==> config.mk <==
export PLATFORM = sky130hd
export DESIGN_NAME = tpo_top
export DESIGN_NICKNAME = d
export VERILOG_FILES = /design/src/logic/tpo_pkg.sv /design/src/logic/tpo_top.sv
export VERILOG_INCLUDE_DIRS = /design/src /design/src/logic
export SDC_FILE = /design/constraint.sdc
export NUM_CORES = 2
export LEC_CHECK = 0
export BUFFER_PORTS_ARGS = -buffer_cell sky130_fd_sc_hd__buf_4
export CORE_AREA = 4 4 301 303
export DETAILED_ROUTE_END_ITERATION = 16
export DIE_AREA = 0 0 305 307
export PLACE_DENSITY_LB_ADDON = 0.2
export SYNTH_ARGS = -nofsm -noshare
export SYNTH_HDL_FRONTEND = slang
export SYNTH_SLANG_ARGS = --single-unit
==> constraint.sdc <==
create_clock -name i_clk -period 13.99 [get_ports i_clk]
set_input_delay 2.798 -clock i_clk [delete_from_list [all_inputs] [get_ports i_clk]]
set_output_delay 2.798 -clock i_clk [all_outputs]
set_load 0.1 [all_outputs]
==> src/logic/tpo_consts.svh <==
// Constants for the thermometer pulse-output block
`ifndef TPO_CONSTS_SVH
`define TPO_CONSTS_SVH
// ==========================================
// Register byte offsets
`define TPO_CTRL_OFS 8'h00
`define TPO_PERIOD_OFS 8'h04
`define TPO_OBJ_LOW_OFS 8'h08
`define TPO_OBJ_HIGH_OFS 8'h0c
`define TPO_AMB_RANGE_OFS 8'h10
`define TPO_FILT_OFS 8'h14
`define TPO_STATUS_OFS 8'h18
`define TPO_AMB_OFS_OFS 8'h1c
`define TPO_AMB_FILT_OFS 8'h20
`define TPO_AMB_FINAL_OFS 8'h24
`define TPO_IR_OFS_OFS 8'h28
`define TPO_OBJ1_OFS 8'h2c
`define TPO_OBJ2_OFS 8'h30
`define TPO_PWM_VAL_OFS 8'h34
// ==========================================
// Control field positions
`define TPO_CTRL_EXT 0
`define TPO_CTRL_SEL_LO 1
`define TPO_CTRL_SEL_HI 2
`define TPO_CTRL_DUAL_IR 3
`define TPO_CTRL_REP_LO 4
`define TPO_CTRL_REP_HI 8
`define TPO_CTRL_TSEL 9
// ==========================================
// Reset values
`define TPO_CTRL_RST 10'h000
`define TPO_PERIOD_RST 16'h000b
`define TPO_OBJ_LOW_RST 16'h0000
`define TPO_OBJ_HIGH_RST 16'hffff
`define TPO_AMB_RANGE_RST 16'hff00
`define TPO_FILT_RST 8'h23
// ==========================================
// Pulse timing in ticks; one single period is 2048 ticks
`define TPO_SGL_LEN 12'h7ff
`define TPO_EXT_LEN 12'hfff
`define TPO_START_END 12'h100
`define TPO_SGL_ERR_END 12'h700
`define TPO_F2_START 12'h900
`define TPO_EXT_ERR2_END 12'hf00
// ==========================================
// Rescale and fixed filter constants
`define TPO_AMB_BASE 17'h02de4
`define TPO_AMB_SHIFT 5
`define TPO_FULL_SCALE 10'h3ff
`define TPO_FIX_FIR 3'h3
`define TPO_FIX_IIR 3'h3
// ==========================================
// Clock and wait times
`define TPO_CLK_HZ 25000000
`define TPO_TREQ_US 1000
`define TPO_INIT_NS 2000
`define TPO_INIT_CYC ((`TPO_INIT_NS * (`TPO_CLK_HZ / 1000000) + 999) / 1000)
`define TPO_REQ_CYC (`TPO_TREQ_US * (`TPO_CLK_HZ / 1000000))
`endif

==> src/logic/tpo_pkg.sv <==
// Types for the thermometer pulse-output block
package tpo_pkg;
  // APB request from the master
  typedef struct packed {
    logic psel;
    logic penable;
    logic pwrite;
    logic [7:0] paddr;
    logic [31:0] pwdata;
  } tpo_apb_req_t;
  // APB answer to the master
  typedef struct packed {
    logic pready;
    logic pslverr;
    logic [31:0] prdata;
  } tpo_apb_rsp_t;
  // Measurement loop states
  typedef enum logic [3:0] {
    ST_INIT, ST_SEL, ST_AOFS, ST_ASEN, ST_IROFS, ST_IR1, ST_IR2,
    ST_DIVST, ST_DIV, ST_LOAD
  } tpo_state_t;
endpackage

==> src/logic/tpo_top.sv <==
// Thermometer pulse output with measurement loop and APB registers
`timescale 1ns/1ps
`include "tpo_consts.svh"

// Summary of operation
// - Period opens with high eighth-period start buffer
// - Data high time spans zero to half period
// - Storage double error gives 0.875 duty band
// - Extended format repeats each period 2N+1 times
// - Extended period doubled, second field at 1.125
// - Extended error shows 43.75 and 93.75 percent
// - Error band only in automotive variants
// - Object rescaled to ten bits over range
// - Object RAM doubled onto the range-cell scale
// - Ambient range cell: high byte max, low min
// - Ambient bytes map 0.64 degree steps from -38.2
// - Long serial clock low hands pin to SMBus
// - Pulse output returns only after power or wake
// - Pulses disabled in config: SMBus once init is done
// - Ambient result kept at 0.02 K steps
// - Object results kept at 0.02 K steps
// - Reset loads calibration, selects sensors, loops
// - Ambient: fixed offset filter then programmable filter
// - Object: offset stage, second sensor stage optional
// - Two-bit select chooses the two data sources
// - Period comes from clock, programmable divider
module tpo_top #(
  parameter int REQ_CYCLES = `TPO_REQ_CYC,
  parameter bit AUTO_GRADE = 1'b1
) (
  // Clock and reset
  input wire logic i_clk,
  input wire logic i_reset,
  // APB register port
  input wire tpo_pkg::tpo_apb_req_t i_apb,
  output tpo_pkg::tpo_apb_rsp_t o_apb,
  // Measurement front end
  input wire logic i_adc_valid,
  input wire logic [15:0] i_adc_data,
  output logic [2:0] o_adc_chan,
  // Nonvolatile status and straps
  input wire logic i_nv_pwm_en,
  input wire logic i_nvm_double_err,
  input wire logic i_wake,
  // Serial clock and shared data pin
  input wire logic i_scl,
  input wire logic i_sda_in,
  output logic o_pin_out,
  output logic o_pin_oe,
  output logic o_smbus_mode
);
  // ==========================================
  // Registers
  logic [9:0] ctrl_ff;        // Format, select, repeat
  logic [15:0] period_ff;     // Tick divider
  logic [15:0] obj_lo_ff;     // object_range_low
  logic [15:0] obj_hi_ff;     // object_range_high
  logic [15:0] amb_rng_ff;    // ambient_range_cell
  logic [7:0] filt_ff;        // IIR [7:4], FIR [2:0]
  logic [31:0] prdata_ff;     // Latched read data
  logic [15:0] amb_ofs_ff;    // Ambient offset result
  logic [15:0] amb_filt_ff;   // ambient_filtered_result
  logic [15:0] amb_fin_ff;    // ambient_final_result
  logic [15:0] ir_ofs_ff;     // infrared_offset_result
  logic [15:0] obj1_ff;       // Object 1 result
  logic [15:0] obj2_ff;       // Object 2 result
  // Loop state
  tpo_pkg::tpo_state_t st_ff;
  logic [7:0] icnt_ff;        // Init wait
  logic [23:0] acc_ff;        // FIR sum
  logic [7:0] scnt_ff;        // FIR sample count
  logic fld_ff;               // Field being rescaled
  logic [26:0] rem_ff;        // Divider remainder
  logic [16:0] den_ff;        // Divider denominator
  logic [9:0] q_ff;           // Quotient
  logic [3:0] dcnt_ff;        // Quotient bit index
  logic [9:0] res0_ff;        // Fresh field values
  logic [9:0] res1_ff;
  logic [9:0] pend0_ff;       // Waiting for period start
  logic [9:0] pend1_ff;
  // Pulse state
  logic [15:0] div_ff;
  logic [11:0] ph_ff;
  logic [9:0] cur0_ff;
  logic [9:0] cur1_ff;
  logic ext_ff;
  logic err_ff;
  logic [5:0] rep_ff;
  logic nv_en_ff;             // Captured strap
  logic act_ff;               // Pulse output on
  logic init_done_ff;
  logic [23:0] req_ff;        // Serial clock low count
  logic pin_ff;
  // Loop states named locally; the package stays unimported
  localparam tpo_pkg::tpo_state_t ST_INIT = tpo_pkg::ST_INIT, ST_SEL = tpo_pkg::ST_SEL,
    ST_AOFS = tpo_pkg::ST_AOFS, ST_ASEN = tpo_pkg::ST_ASEN, ST_IROFS = tpo_pkg::ST_IROFS,
    ST_IR1 = tpo_pkg::ST_IR1, ST_IR2 = tpo_pkg::ST_IR2, ST_DIVST = tpo_pkg::ST_DIVST,
    ST_DIV = tpo_pkg::ST_DIV, ST_LOAD = tpo_pkg::ST_LOAD;

  // ==========================================
  // APB decode
  wire setup = i_apb.psel && !i_apb.penable;
  wire access = i_apb.psel && i_apb.penable;
  wire [7:0] ad = i_apb.paddr;
  wire hit_rw = ad == `TPO_CTRL_OFS || ad == `TPO_PERIOD_OFS || ad == `TPO_OBJ_LOW_OFS
    || ad == `TPO_OBJ_HIGH_OFS || ad == `TPO_AMB_RANGE_OFS || ad == `TPO_FILT_OFS;
  wire hit_ro = ad == `TPO_STATUS_OFS || ad == `TPO_AMB_OFS_OFS
    || ad == `TPO_AMB_FILT_OFS || ad == `TPO_AMB_FINAL_OFS || ad == `TPO_IR_OFS_OFS
    || ad == `TPO_OBJ1_OFS || ad == `TPO_OBJ2_OFS || ad == `TPO_PWM_VAL_OFS;
  wire bad = !(hit_rw || (hit_ro && !i_apb.pwrite));
  wire wr = access && i_apb.pwrite && hit_rw;
  wire [31:0] stat = {28'h0000000, err_ff, o_smbus_mode, act_ff, init_done_ff};
  wire [31:0] rsel =
    ad == `TPO_CTRL_OFS ? {22'h000000, ctrl_ff} :
    ad == `TPO_PERIOD_OFS ? {16'h0000, period_ff} :
    ad == `TPO_OBJ_LOW_OFS ? {16'h0000, obj_lo_ff} :
    ad == `TPO_OBJ_HIGH_OFS ? {16'h0000, obj_hi_ff} :
    ad == `TPO_AMB_RANGE_OFS ? {16'h0000, amb_rng_ff} :
    ad == `TPO_FILT_OFS ? {24'h000000, filt_ff} :
    ad == `TPO_STATUS_OFS ? stat :
    ad == `TPO_AMB_OFS_OFS ? {16'h0000, amb_ofs_ff} :
    ad == `TPO_AMB_FILT_OFS ? {16'h0000, amb_filt_ff} :
    ad == `TPO_AMB_FINAL_OFS ? {16'h0000, amb_fin_ff} :
    ad == `TPO_IR_OFS_OFS ? {16'h0000, ir_ofs_ff} :
    ad == `TPO_OBJ1_OFS ? {16'h0000, obj1_ff} :
    ad == `TPO_OBJ2_OFS ? {16'h0000, obj2_ff} :
    ad == `TPO_PWM_VAL_OFS ? {6'h00, cur1_ff, 6'h00, cur0_ff} : 32'h00000000;
  // Zero-wait slave; error on unmapped or read-only write
  assign o_apb = '{pready: 1'b1, pslverr: access && bad, prdata: prdata_ff};

  // Register writes at the access edge
  always_ff @(posedge i_clk)
  begin
    if (i_reset)
    begin
      ctrl_ff <= `TPO_CTRL_RST;
      period_ff <= `TPO_PERIOD_RST;
      obj_lo_ff <= `TPO_OBJ_LOW_RST;
      obj_hi_ff <= `TPO_OBJ_HIGH_RST;
      amb_rng_ff <= `TPO_AMB_RANGE_RST;
      filt_ff <= `TPO_FILT_RST;
    end
    else if (wr)
    begin
      if (ad == `TPO_CTRL_OFS) ctrl_ff <= i_apb.pwdata[9:0];
      if (ad == `TPO_PERIOD_OFS) period_ff <= i_apb.pwdata[15:0];
      if (ad == `TPO_OBJ_LOW_OFS) obj_lo_ff <= i_apb.pwdata[15:0];
      if (ad == `TPO_OBJ_HIGH_OFS) obj_hi_ff <= i_apb.pwdata[15:0];
      if (ad == `TPO_AMB_RANGE_OFS) amb_rng_ff <= i_apb.pwdata[15:0];
      if (ad == `TPO_FILT_OFS) filt_ff <= i_apb.pwdata[7:0];
    end
  end

  // Read data latched in the setup cycle
  always_ff @(posedge i_clk)
  begin
    if (i_reset) prdata_ff <= 32'h00000000;
    else if (setup) prdata_ff <= rsel;
  end

  // ==========================================
  // Measurement loop decode
  wire [1:0] dsel = ctrl_ff[`TPO_CTRL_SEL_HI:`TPO_CTRL_SEL_LO];
  wire fixed_len = st_ff == ST_AOFS || st_ff == ST_IROFS;
  wire [2:0] fl = fixed_len ? `TPO_FIX_FIR : filt_ff[2:0];
  wire [3:0] il = fixed_len ? {1'b0, `TPO_FIX_IIR} : filt_ff[7:4];
  wire [7:0] last_s = 8'((9'h001 << fl) - 9'h001);
  wire [23:0] acc_n = acc_ff + {8'h00, i_adc_data};
  wire [15:0] fir = 16'(acc_n >> fl);
  wire sample_end = i_adc_valid && scnt_ff == last_s;
  // IIR step toward the FIR value for the active stage
  wire [15:0] iir_old = st_ff == ST_AOFS ? amb_ofs_ff : st_ff == ST_ASEN ? amb_filt_ff :
    st_ff == ST_IROFS ? ir_ofs_ff : st_ff == ST_IR1 ? obj1_ff : obj2_ff;
  wire signed [16:0] iir_d = $signed({1'b0, fir}) - $signed({1'b0, iir_old});
  wire [15:0] iir_new = 16'($signed({1'b0, iir_old}) + (iir_d >>> il));
  // Offset compensation with floor at zero
  wire [15:0] amb_fin = iir_new > amb_ofs_ff ? iir_new - amb_ofs_ff : 16'h0000;
  wire [15:0] obj_cmp = iir_new > ir_ofs_ff ? iir_new - ir_ofs_ff : 16'h0000;
  // Source and range for the field being rescaled
  wire amb_src = !fld_ff && !dsel[1];
  wire [15:0] obj_src = fld_ff ? (dsel == 2'b00 ? obj1_ff : obj2_ff) :
    (dsel == 2'b11 ? obj1_ff : obj2_ff);
  // Ambient bytes step 32 RAM counts from the -38.2 point
  wire [16:0] amb_lo = `TPO_AMB_BASE + (17'(amb_rng_ff[7:0]) << `TPO_AMB_SHIFT);
  wire [16:0] amb_hi = `TPO_AMB_BASE + (17'(amb_rng_ff[15:8]) << `TPO_AMB_SHIFT);
  // Object RAM doubled onto the 0.01 degree range-cell scale
  wire [16:0] x = amb_src ? {1'b0, amb_fin_ff} : {obj_src, 1'b0};
  wire [16:0] lo = amb_src ? amb_lo : {1'b0, obj_lo_ff};
  wire [16:0] hi = amb_src ? amb_hi : {1'b0, obj_hi_ff};
  wire below = x <= lo;
  wire above = x >= hi;
  wire [16:0] xd = x - lo;
  wire [26:0] num = (27'(xd) << 10) - 27'(xd);
  wire [26:0] dsh = 27'(den_ff) << dcnt_ff;
  wire dfit = rem_ff >= dsh;
  wire [9:0] q_n = dfit ? (q_ff | 10'(11'h001 << dcnt_ff)) : q_ff;
  wire [9:0] dval = below ? 10'h000 : `TPO_FULL_SCALE;
  // Channel to measure for each stage
  assign o_adc_chan = st_ff == ST_AOFS ? 3'h0 :
    st_ff == ST_ASEN ? {2'b00, ctrl_ff[`TPO_CTRL_TSEL]} + 3'h1 :
    st_ff == ST_IROFS ? 3'h3 : st_ff == ST_IR1 ? 3'h4 : 3'h5;

  // Measurement, filtering and rescale sequencer
  always_ff @(posedge i_clk)
  begin
    if (i_reset)
    begin
      st_ff <= ST_INIT;
      icnt_ff <= 8'h00;
      acc_ff <= 24'h000000;
      scnt_ff <= 8'h00;
      amb_ofs_ff <= 16'h0000;
      amb_filt_ff <= 16'h0000;
      amb_fin_ff <= 16'h0000;
      ir_ofs_ff <= 16'h0000;
      obj1_ff <= 16'h0000;
      obj2_ff <= 16'h0000;
      fld_ff <= 1'b0;
      rem_ff <= 27'h0000000;
      den_ff <= 17'h00000;
      q_ff <= 10'h000;
      dcnt_ff <= 4'h0;
      res0_ff <= 10'h000;
      res1_ff <= 10'h000;
      pend0_ff <= 10'h000;
      pend1_ff <= 10'h000;
      init_done_ff <= 1'b0;
    end
    else
    begin
      case (st_ff)
        // Calibration load wait
        ST_INIT:
        begin
          icnt_ff <= icnt_ff + 8'h01;
          if (icnt_ff == 8'(`TPO_INIT_CYC - 1)) st_ff <= ST_SEL;
        end
        // Sensor selection settled; loop begins
        ST_SEL:
        begin
          init_done_ff <= 1'b1;
          st_ff <= ST_AOFS;
        end
        // Filter stages
        ST_AOFS, ST_ASEN, ST_IROFS, ST_IR1, ST_IR2:
        begin
          if (i_adc_valid)
          begin
            acc_ff <= sample_end ? 24'h000000 : acc_n;
            scnt_ff <= sample_end ? 8'h00 : scnt_ff + 8'h01;
          end
          if (sample_end)
          begin
            case (st_ff)
              ST_AOFS:
              begin
                amb_ofs_ff <= iir_new;
                st_ff <= ST_ASEN;
              end
              ST_ASEN:
              begin
                amb_filt_ff <= iir_new;
                amb_fin_ff <= amb_fin;
                st_ff <= ST_IROFS;
              end
              ST_IROFS:
              begin
                ir_ofs_ff <= iir_new;
                st_ff <= ST_IR1;
              end
              ST_IR1:
              begin
                obj1_ff <= obj_cmp;
                st_ff <= ctrl_ff[`TPO_CTRL_DUAL_IR] ? ST_IR2 : ST_DIVST;
              end
              default:
              begin
                obj2_ff <= obj_cmp;
                st_ff <= ST_DIVST;
              end
            endcase
          end
        end
        // Clamp or start the divide
        ST_DIVST:
        begin
          if (below || above)
          begin
            if (fld_ff) res1_ff <= dval;
            else res0_ff <= dval;
            fld_ff <= !fld_ff;
            st_ff <= fld_ff ? ST_LOAD : ST_DIVST;
          end
          else
          begin
            rem_ff <= num;
            den_ff <= hi - lo;
            q_ff <= 10'h000;
            dcnt_ff <= 4'h9;
            st_ff <= ST_DIV;
          end
        end
        // One quotient bit per cycle
        ST_DIV:
        begin
          if (dfit) rem_ff <= rem_ff - dsh;
          q_ff <= q_n;
          dcnt_ff <= dcnt_ff - 4'h1;
          if (dcnt_ff == 4'h0)
          begin
            if (fld_ff) res1_ff <= q_n;
            else res0_ff <= q_n;
            fld_ff <= !fld_ff;
            st_ff <= fld_ff ? ST_LOAD : ST_DIVST;
          end
        end
        // Hand both fields to the pulse generator
        ST_LOAD:
        begin
          pend0_ff <= res0_ff;
          pend1_ff <= res1_ff;
          st_ff <= ST_AOFS;
        end
        default: st_ff <= ST_INIT;
      endcase
    end
  end

  // ==========================================
  // Pulse timing
  wire tick = div_ff == period_ff;
  wire [11:0] plen = ext_ff ? `TPO_EXT_LEN : `TPO_SGL_LEN;
  wire pend = tick && ph_ff == plen;
  wire [4:0] rep_n = ctrl_ff[`TPO_CTRL_REP_HI:`TPO_CTRL_REP_LO];
  wire new_ext = ctrl_ff[`TPO_CTRL_EXT];
  wire [11:0] hi0 = err_ff ? `TPO_SGL_ERR_END : `TPO_START_END + {2'b00, cur0_ff};
  wire [11:0] hi1 = err_ff ? `TPO_EXT_ERR2_END : `TPO_F2_START + {2'b00, cur1_ff};
  wire f1_hi = ph_ff < hi0;
  wire f2_hi = ext_ff && ph_ff >= `TPO_F2_START && ph_ff < hi1;
  wire pin_hi = f1_hi || f2_hi;
  // Error band only where the variant carries it
  wire err_in = AUTO_GRADE && i_nvm_double_err;
  wire req_hit = act_ff && !i_scl && req_ff == 24'(REQ_CYCLES - 1);

  // Tick divider and period phase
  always_ff @(posedge i_clk)
  begin
    if (i_reset || !act_ff)
    begin
      div_ff <= 16'h0000;
      ph_ff <= 12'h000;
    end
    else
    begin
      div_ff <= tick ? 16'h0000 : div_ff + 16'h0001;
      if (tick) ph_ff <= pend ? 12'h000 : ph_ff + 12'h001;
    end
  end

  // Period-start adoption of data, format and repeats
  always_ff @(posedge i_clk)
  begin
    if (i_reset)
    begin
      cur0_ff <= 10'h000;
      cur1_ff <= 10'h000;
      ext_ff <= 1'b0;
      err_ff <= 1'b0;
      rep_ff <= 6'h00;
    end
    else if (pend || !act_ff)
    begin
      if (rep_ff == 6'h00)
      begin
        cur0_ff <= pend0_ff;
        cur1_ff <= pend1_ff;
        ext_ff <= new_ext;
        rep_ff <= new_ext ? {rep_n, 1'b0} : 6'h00;
      end
      else rep_ff <= rep_ff - 6'h01;
      err_ff <= err_in;
    end
  end

  // Request detection and mode hand-over
  always_ff @(posedge i_clk)
  begin
    if (i_reset)
    begin
      nv_en_ff <= 1'b0;
      act_ff <= 1'b0;
      req_ff <= 24'h000000;
      pin_ff <= 1'b0;
    end
    else
    begin
      if (st_ff == ST_INIT) nv_en_ff <= i_nv_pwm_en;
      if (st_ff == ST_SEL) act_ff <= nv_en_ff;
      else if (i_wake) act_ff <= nv_en_ff;
      else if (req_hit) act_ff <= 1'b0;
      req_ff <= (act_ff && !i_scl && !req_hit) ? req_ff + 24'h000001 : 24'h000000;
      pin_ff <= act_ff && pin_hi;
    end
  end

  // Pin drive; data line ignored while pulses run
  assign o_pin_out = pin_ff;
  assign o_pin_oe = act_ff;
  assign o_smbus_mode = init_done_ff && !act_ff;

  logic act_q;
  always_ff @(posedge i_clk) act_q <= act_ff;
endmodule // tpo_top

==> metrics.txt <==
Slowest Stage Delay on Critical Path=590 ps; Filler Cells Inserted=9244; antenna cells=0; synthesis-stage register bit count=430; Worst R2R End=obj1_ff[6]$_SDFFE_PP0P_; count of different cell masters after synthesis=105; worst-path maximum fanout=26; Root Buffer Master=clkbuf_16; die area=93600 um^2; Synth Cell Area=30500 um^2; Setup TNS Final=0 ps; register area share after synthesis=28.3%; post-cts sizing count=0; RSZ-0062 raised after global routing=no; net count reported at finish=4286; Hold Vio Cnt, Final=0; Starting DRT DRC Count=2594; P&R area growth vs syn=10.9%; Die X=305 um; async set or reset register ratio after synthesis=0%; reg2reg start=acc_ff[0]$_SDFFE_PP0P_; CTS tree=done; Syn Area/Cell=7.52 um^2; via-per-instance ratio=5.52; CTS Buf Count=53; most used cell, CP=ha_1; I/O pins=107; slowest cell on the critical path=nor4_1; post-route ant nets=0; Crit. End Element=flop; Row Count=109; EDFF count, synth=0; Hold Path Origin=res0_ff[0]$_SDFFE_PP0P_; dpl hpwl=77.9 mm; Setup violations, final=0; fmax=78.5 MHz; layout cell share with drive strength beyond 1=8.14%; core area=88000 um^2; Die Height=307 um; routability cong.=0.910; clk buf depth=3; CP arrival=13190 ps; worst path required time=14430 ps; Final min period=12740 ps; Detailed Route WL=102 mm; r2r setup slk=3270 ps; Setup CP Type=in -> reg; Top FF cell, synth=dfxtp_1; Clock transition at path regs=60 ps; HP Class=reg -> reg; Worst-Margin Slew=1330 ps; Worst Clk Skew=53.8 ps; final worst-path cycle share=91.1%; # Max-Cap Violations=0; first-pass GRT wire length=159 mm; pin count of the biggest net entering global routing=111; status=completed; Register Area=8610 um^2; Post-CTS Hold Fix Bufs=0; Hold Path End=pend0_ff[0]$_SDFFE_PP0N_; Initial Util=34.6%; CP startpoint kind=input pin; grt total ovfl=0; relative slew slack=10.4%; R2R cell count=40; CTS Sinks=430; Syn Inst Count=4051; warnings from Yosys=0; Slew Limit Fails=0; Min-Delay Path Depth=2; router iterations before antenna repair=6; GRT Util Overall=21.0%; Worst-Skew Late Latency=640 ps; # DRC=0; vias in the first global route=26400; total number of H-tree levels=2; Post-CTS Setup Bufs=0; multi-input logic area=20400 um^2; Avg WL per Cell=19.6 um; initial antenna violation count=0; routed via count=28800; input/output buffers=82
## per-layer routing
layer | track usage [%] | part of all wire, % | up-vias
li1 | - | - | 14400
met1 | 31.5 | 49 | 13600
met2 | 31.9 | 43 | 742
met3 | 2.67 | 5.7 | 97
met4 | 5.16 | 2.4 | 0
met5 | 0 | 0 | -
## synthesized netlist by cell type, types with 22 or more instances
library cell,instances,area share [%]
nor3_1,71,1.2
a211oi_1,81,2.0
a31oi_1,28,0.57
nand2_1,604,7.4
xor2_1,90,2.6
o21a_1,28,0.69
clkbuf_1,168,2.1
nand3b_1,34,0.84
a22oi_1,58,1.4
ha_1,202,8.3
nand4_1,40,0.82
and3_1,40,0.82
xnor2_1,119,3.4
nor2_1,463,5.7
a221oi_1,27,0.78
nand3_1,108,1.8
inv_1,128,1.6
a211o_1,26,0.75
a21oi_1,434,7.1
buf_2,22,0.36
o22ai_1,26,0.53
nand2b_1,50,1.0
mux2i_1,67,2.2
a21o_1,70,1.7
or3_1,29,0.60
dfxtp_1,430,28
o21ai_0,169,2.8
nor2b_1,53,1.1
mux2_2,28,1.0
## flip-flops by register name, indices dropped and copies added (netlist names), 12 cells and up
register     flops
period_ff       16
obj_hi_ff       16
amb_fin_ff      16
rem_ff          27
obj_lo_ff       16
req_ff          24
amb_rng_ff      16
ir_ofs_ff       16
div_ff          16
obj1_ff         16
amb_filt_ff     16
ph_ff           12
den_ff          17
acc_ff          23
amb_ofs_ff      16
obj2_ff         16
prdata_ff       26
## layout by cell type, fill, tap and decap left out, drive strengths merged, types with 108 or more instances in the layout
master  synthesis  layout
a21oi         438     438
ha            202     202
nand3         108     108
dfxtp         430     430
xnor2         121     121
nor2          465     465
inv           128     131
o21ai         178     178
nand2         605     605
buf            55     126
## worst max path at each step
| stage | slack, ps | endpoint | startpoint | cells past startpoint |
|---|---|---|---|---|
| 2_1_floorplan | 2740 | obj1_ff[10]$_SDFFE_PP0P_ | i_adc_data[0] | 42 |
| 6_report | 1250 | obj1_ff[6]$_SDFFE_PP0P_ | i_adc_data[0] | 41 |
| 3_5_place_dp | 830 | obj1_ff[11]$_SDFFE_PP0P_ | i_adc_data[0] | 41 |
| 4_1_cts | 1400 | obj1_ff[11]$_SDFFE_PP0P_ | i_adc_data[0] | 41 |
| 5_1_grt | 670 | obj2_ff[15]$_SDFFE_PP0P_ | i_adc_data[0] | 41 |
| 3_3_place_gp | 900 | obj1_ff[11]$_SDFFE_PP0P_ | i_adc_data[0] | 41 |
## through the flow
stage	hold WS (ps)	cells	utilization (%)	area (um^2)	setup slack [ps]
global placement	431	5119	36.3	31900	897
detailed placement	442	5119	36.3	31900	831
CTS	455	5217	38.4	33800	1400
floorplan	418	4056	-	30500	2740
global route	472	5217	38.4	33800	670
finish	451	5217	38.4	33800	1250
## cells by family after synthesis
family	after synthesis	synth area share, %
compound gates	1152	24.4
xor+xnor	211	6.11
fa+ha+maj	210	8.82
buf+inv	358	4.99
flops	430	28.3
mux	103	3.83
other cells	2	0.0246
simple gates	1585	23.6
## critical path: cells and delay by family
kind	cells	cell delay [ps]
AO/OA/AOI/OAI	16	3860
XOR/XNOR	2	470
adder cells (fa/ha/maj)	6	1920
buffers and inverters	2	340
multiplexers	4	1350
AND/OR/NAND/NOR	11	2440
## area by class of cell
cell class | count | share of cell area, %
flip-flops and latches | 430 | 25.5
clock inverters | 25 | 0.963
well taps | 1165 | 4.31
clock buffers | 73 | 4.53
repair buffers | 126 | 2.82
inverters | 130 | 1.44
multi-input cells | 3268 | 60.4
Power is left out: the tool's default activity adds up to more than one toggle a clock period on the data nets, which glitch-free logic cannot reach.
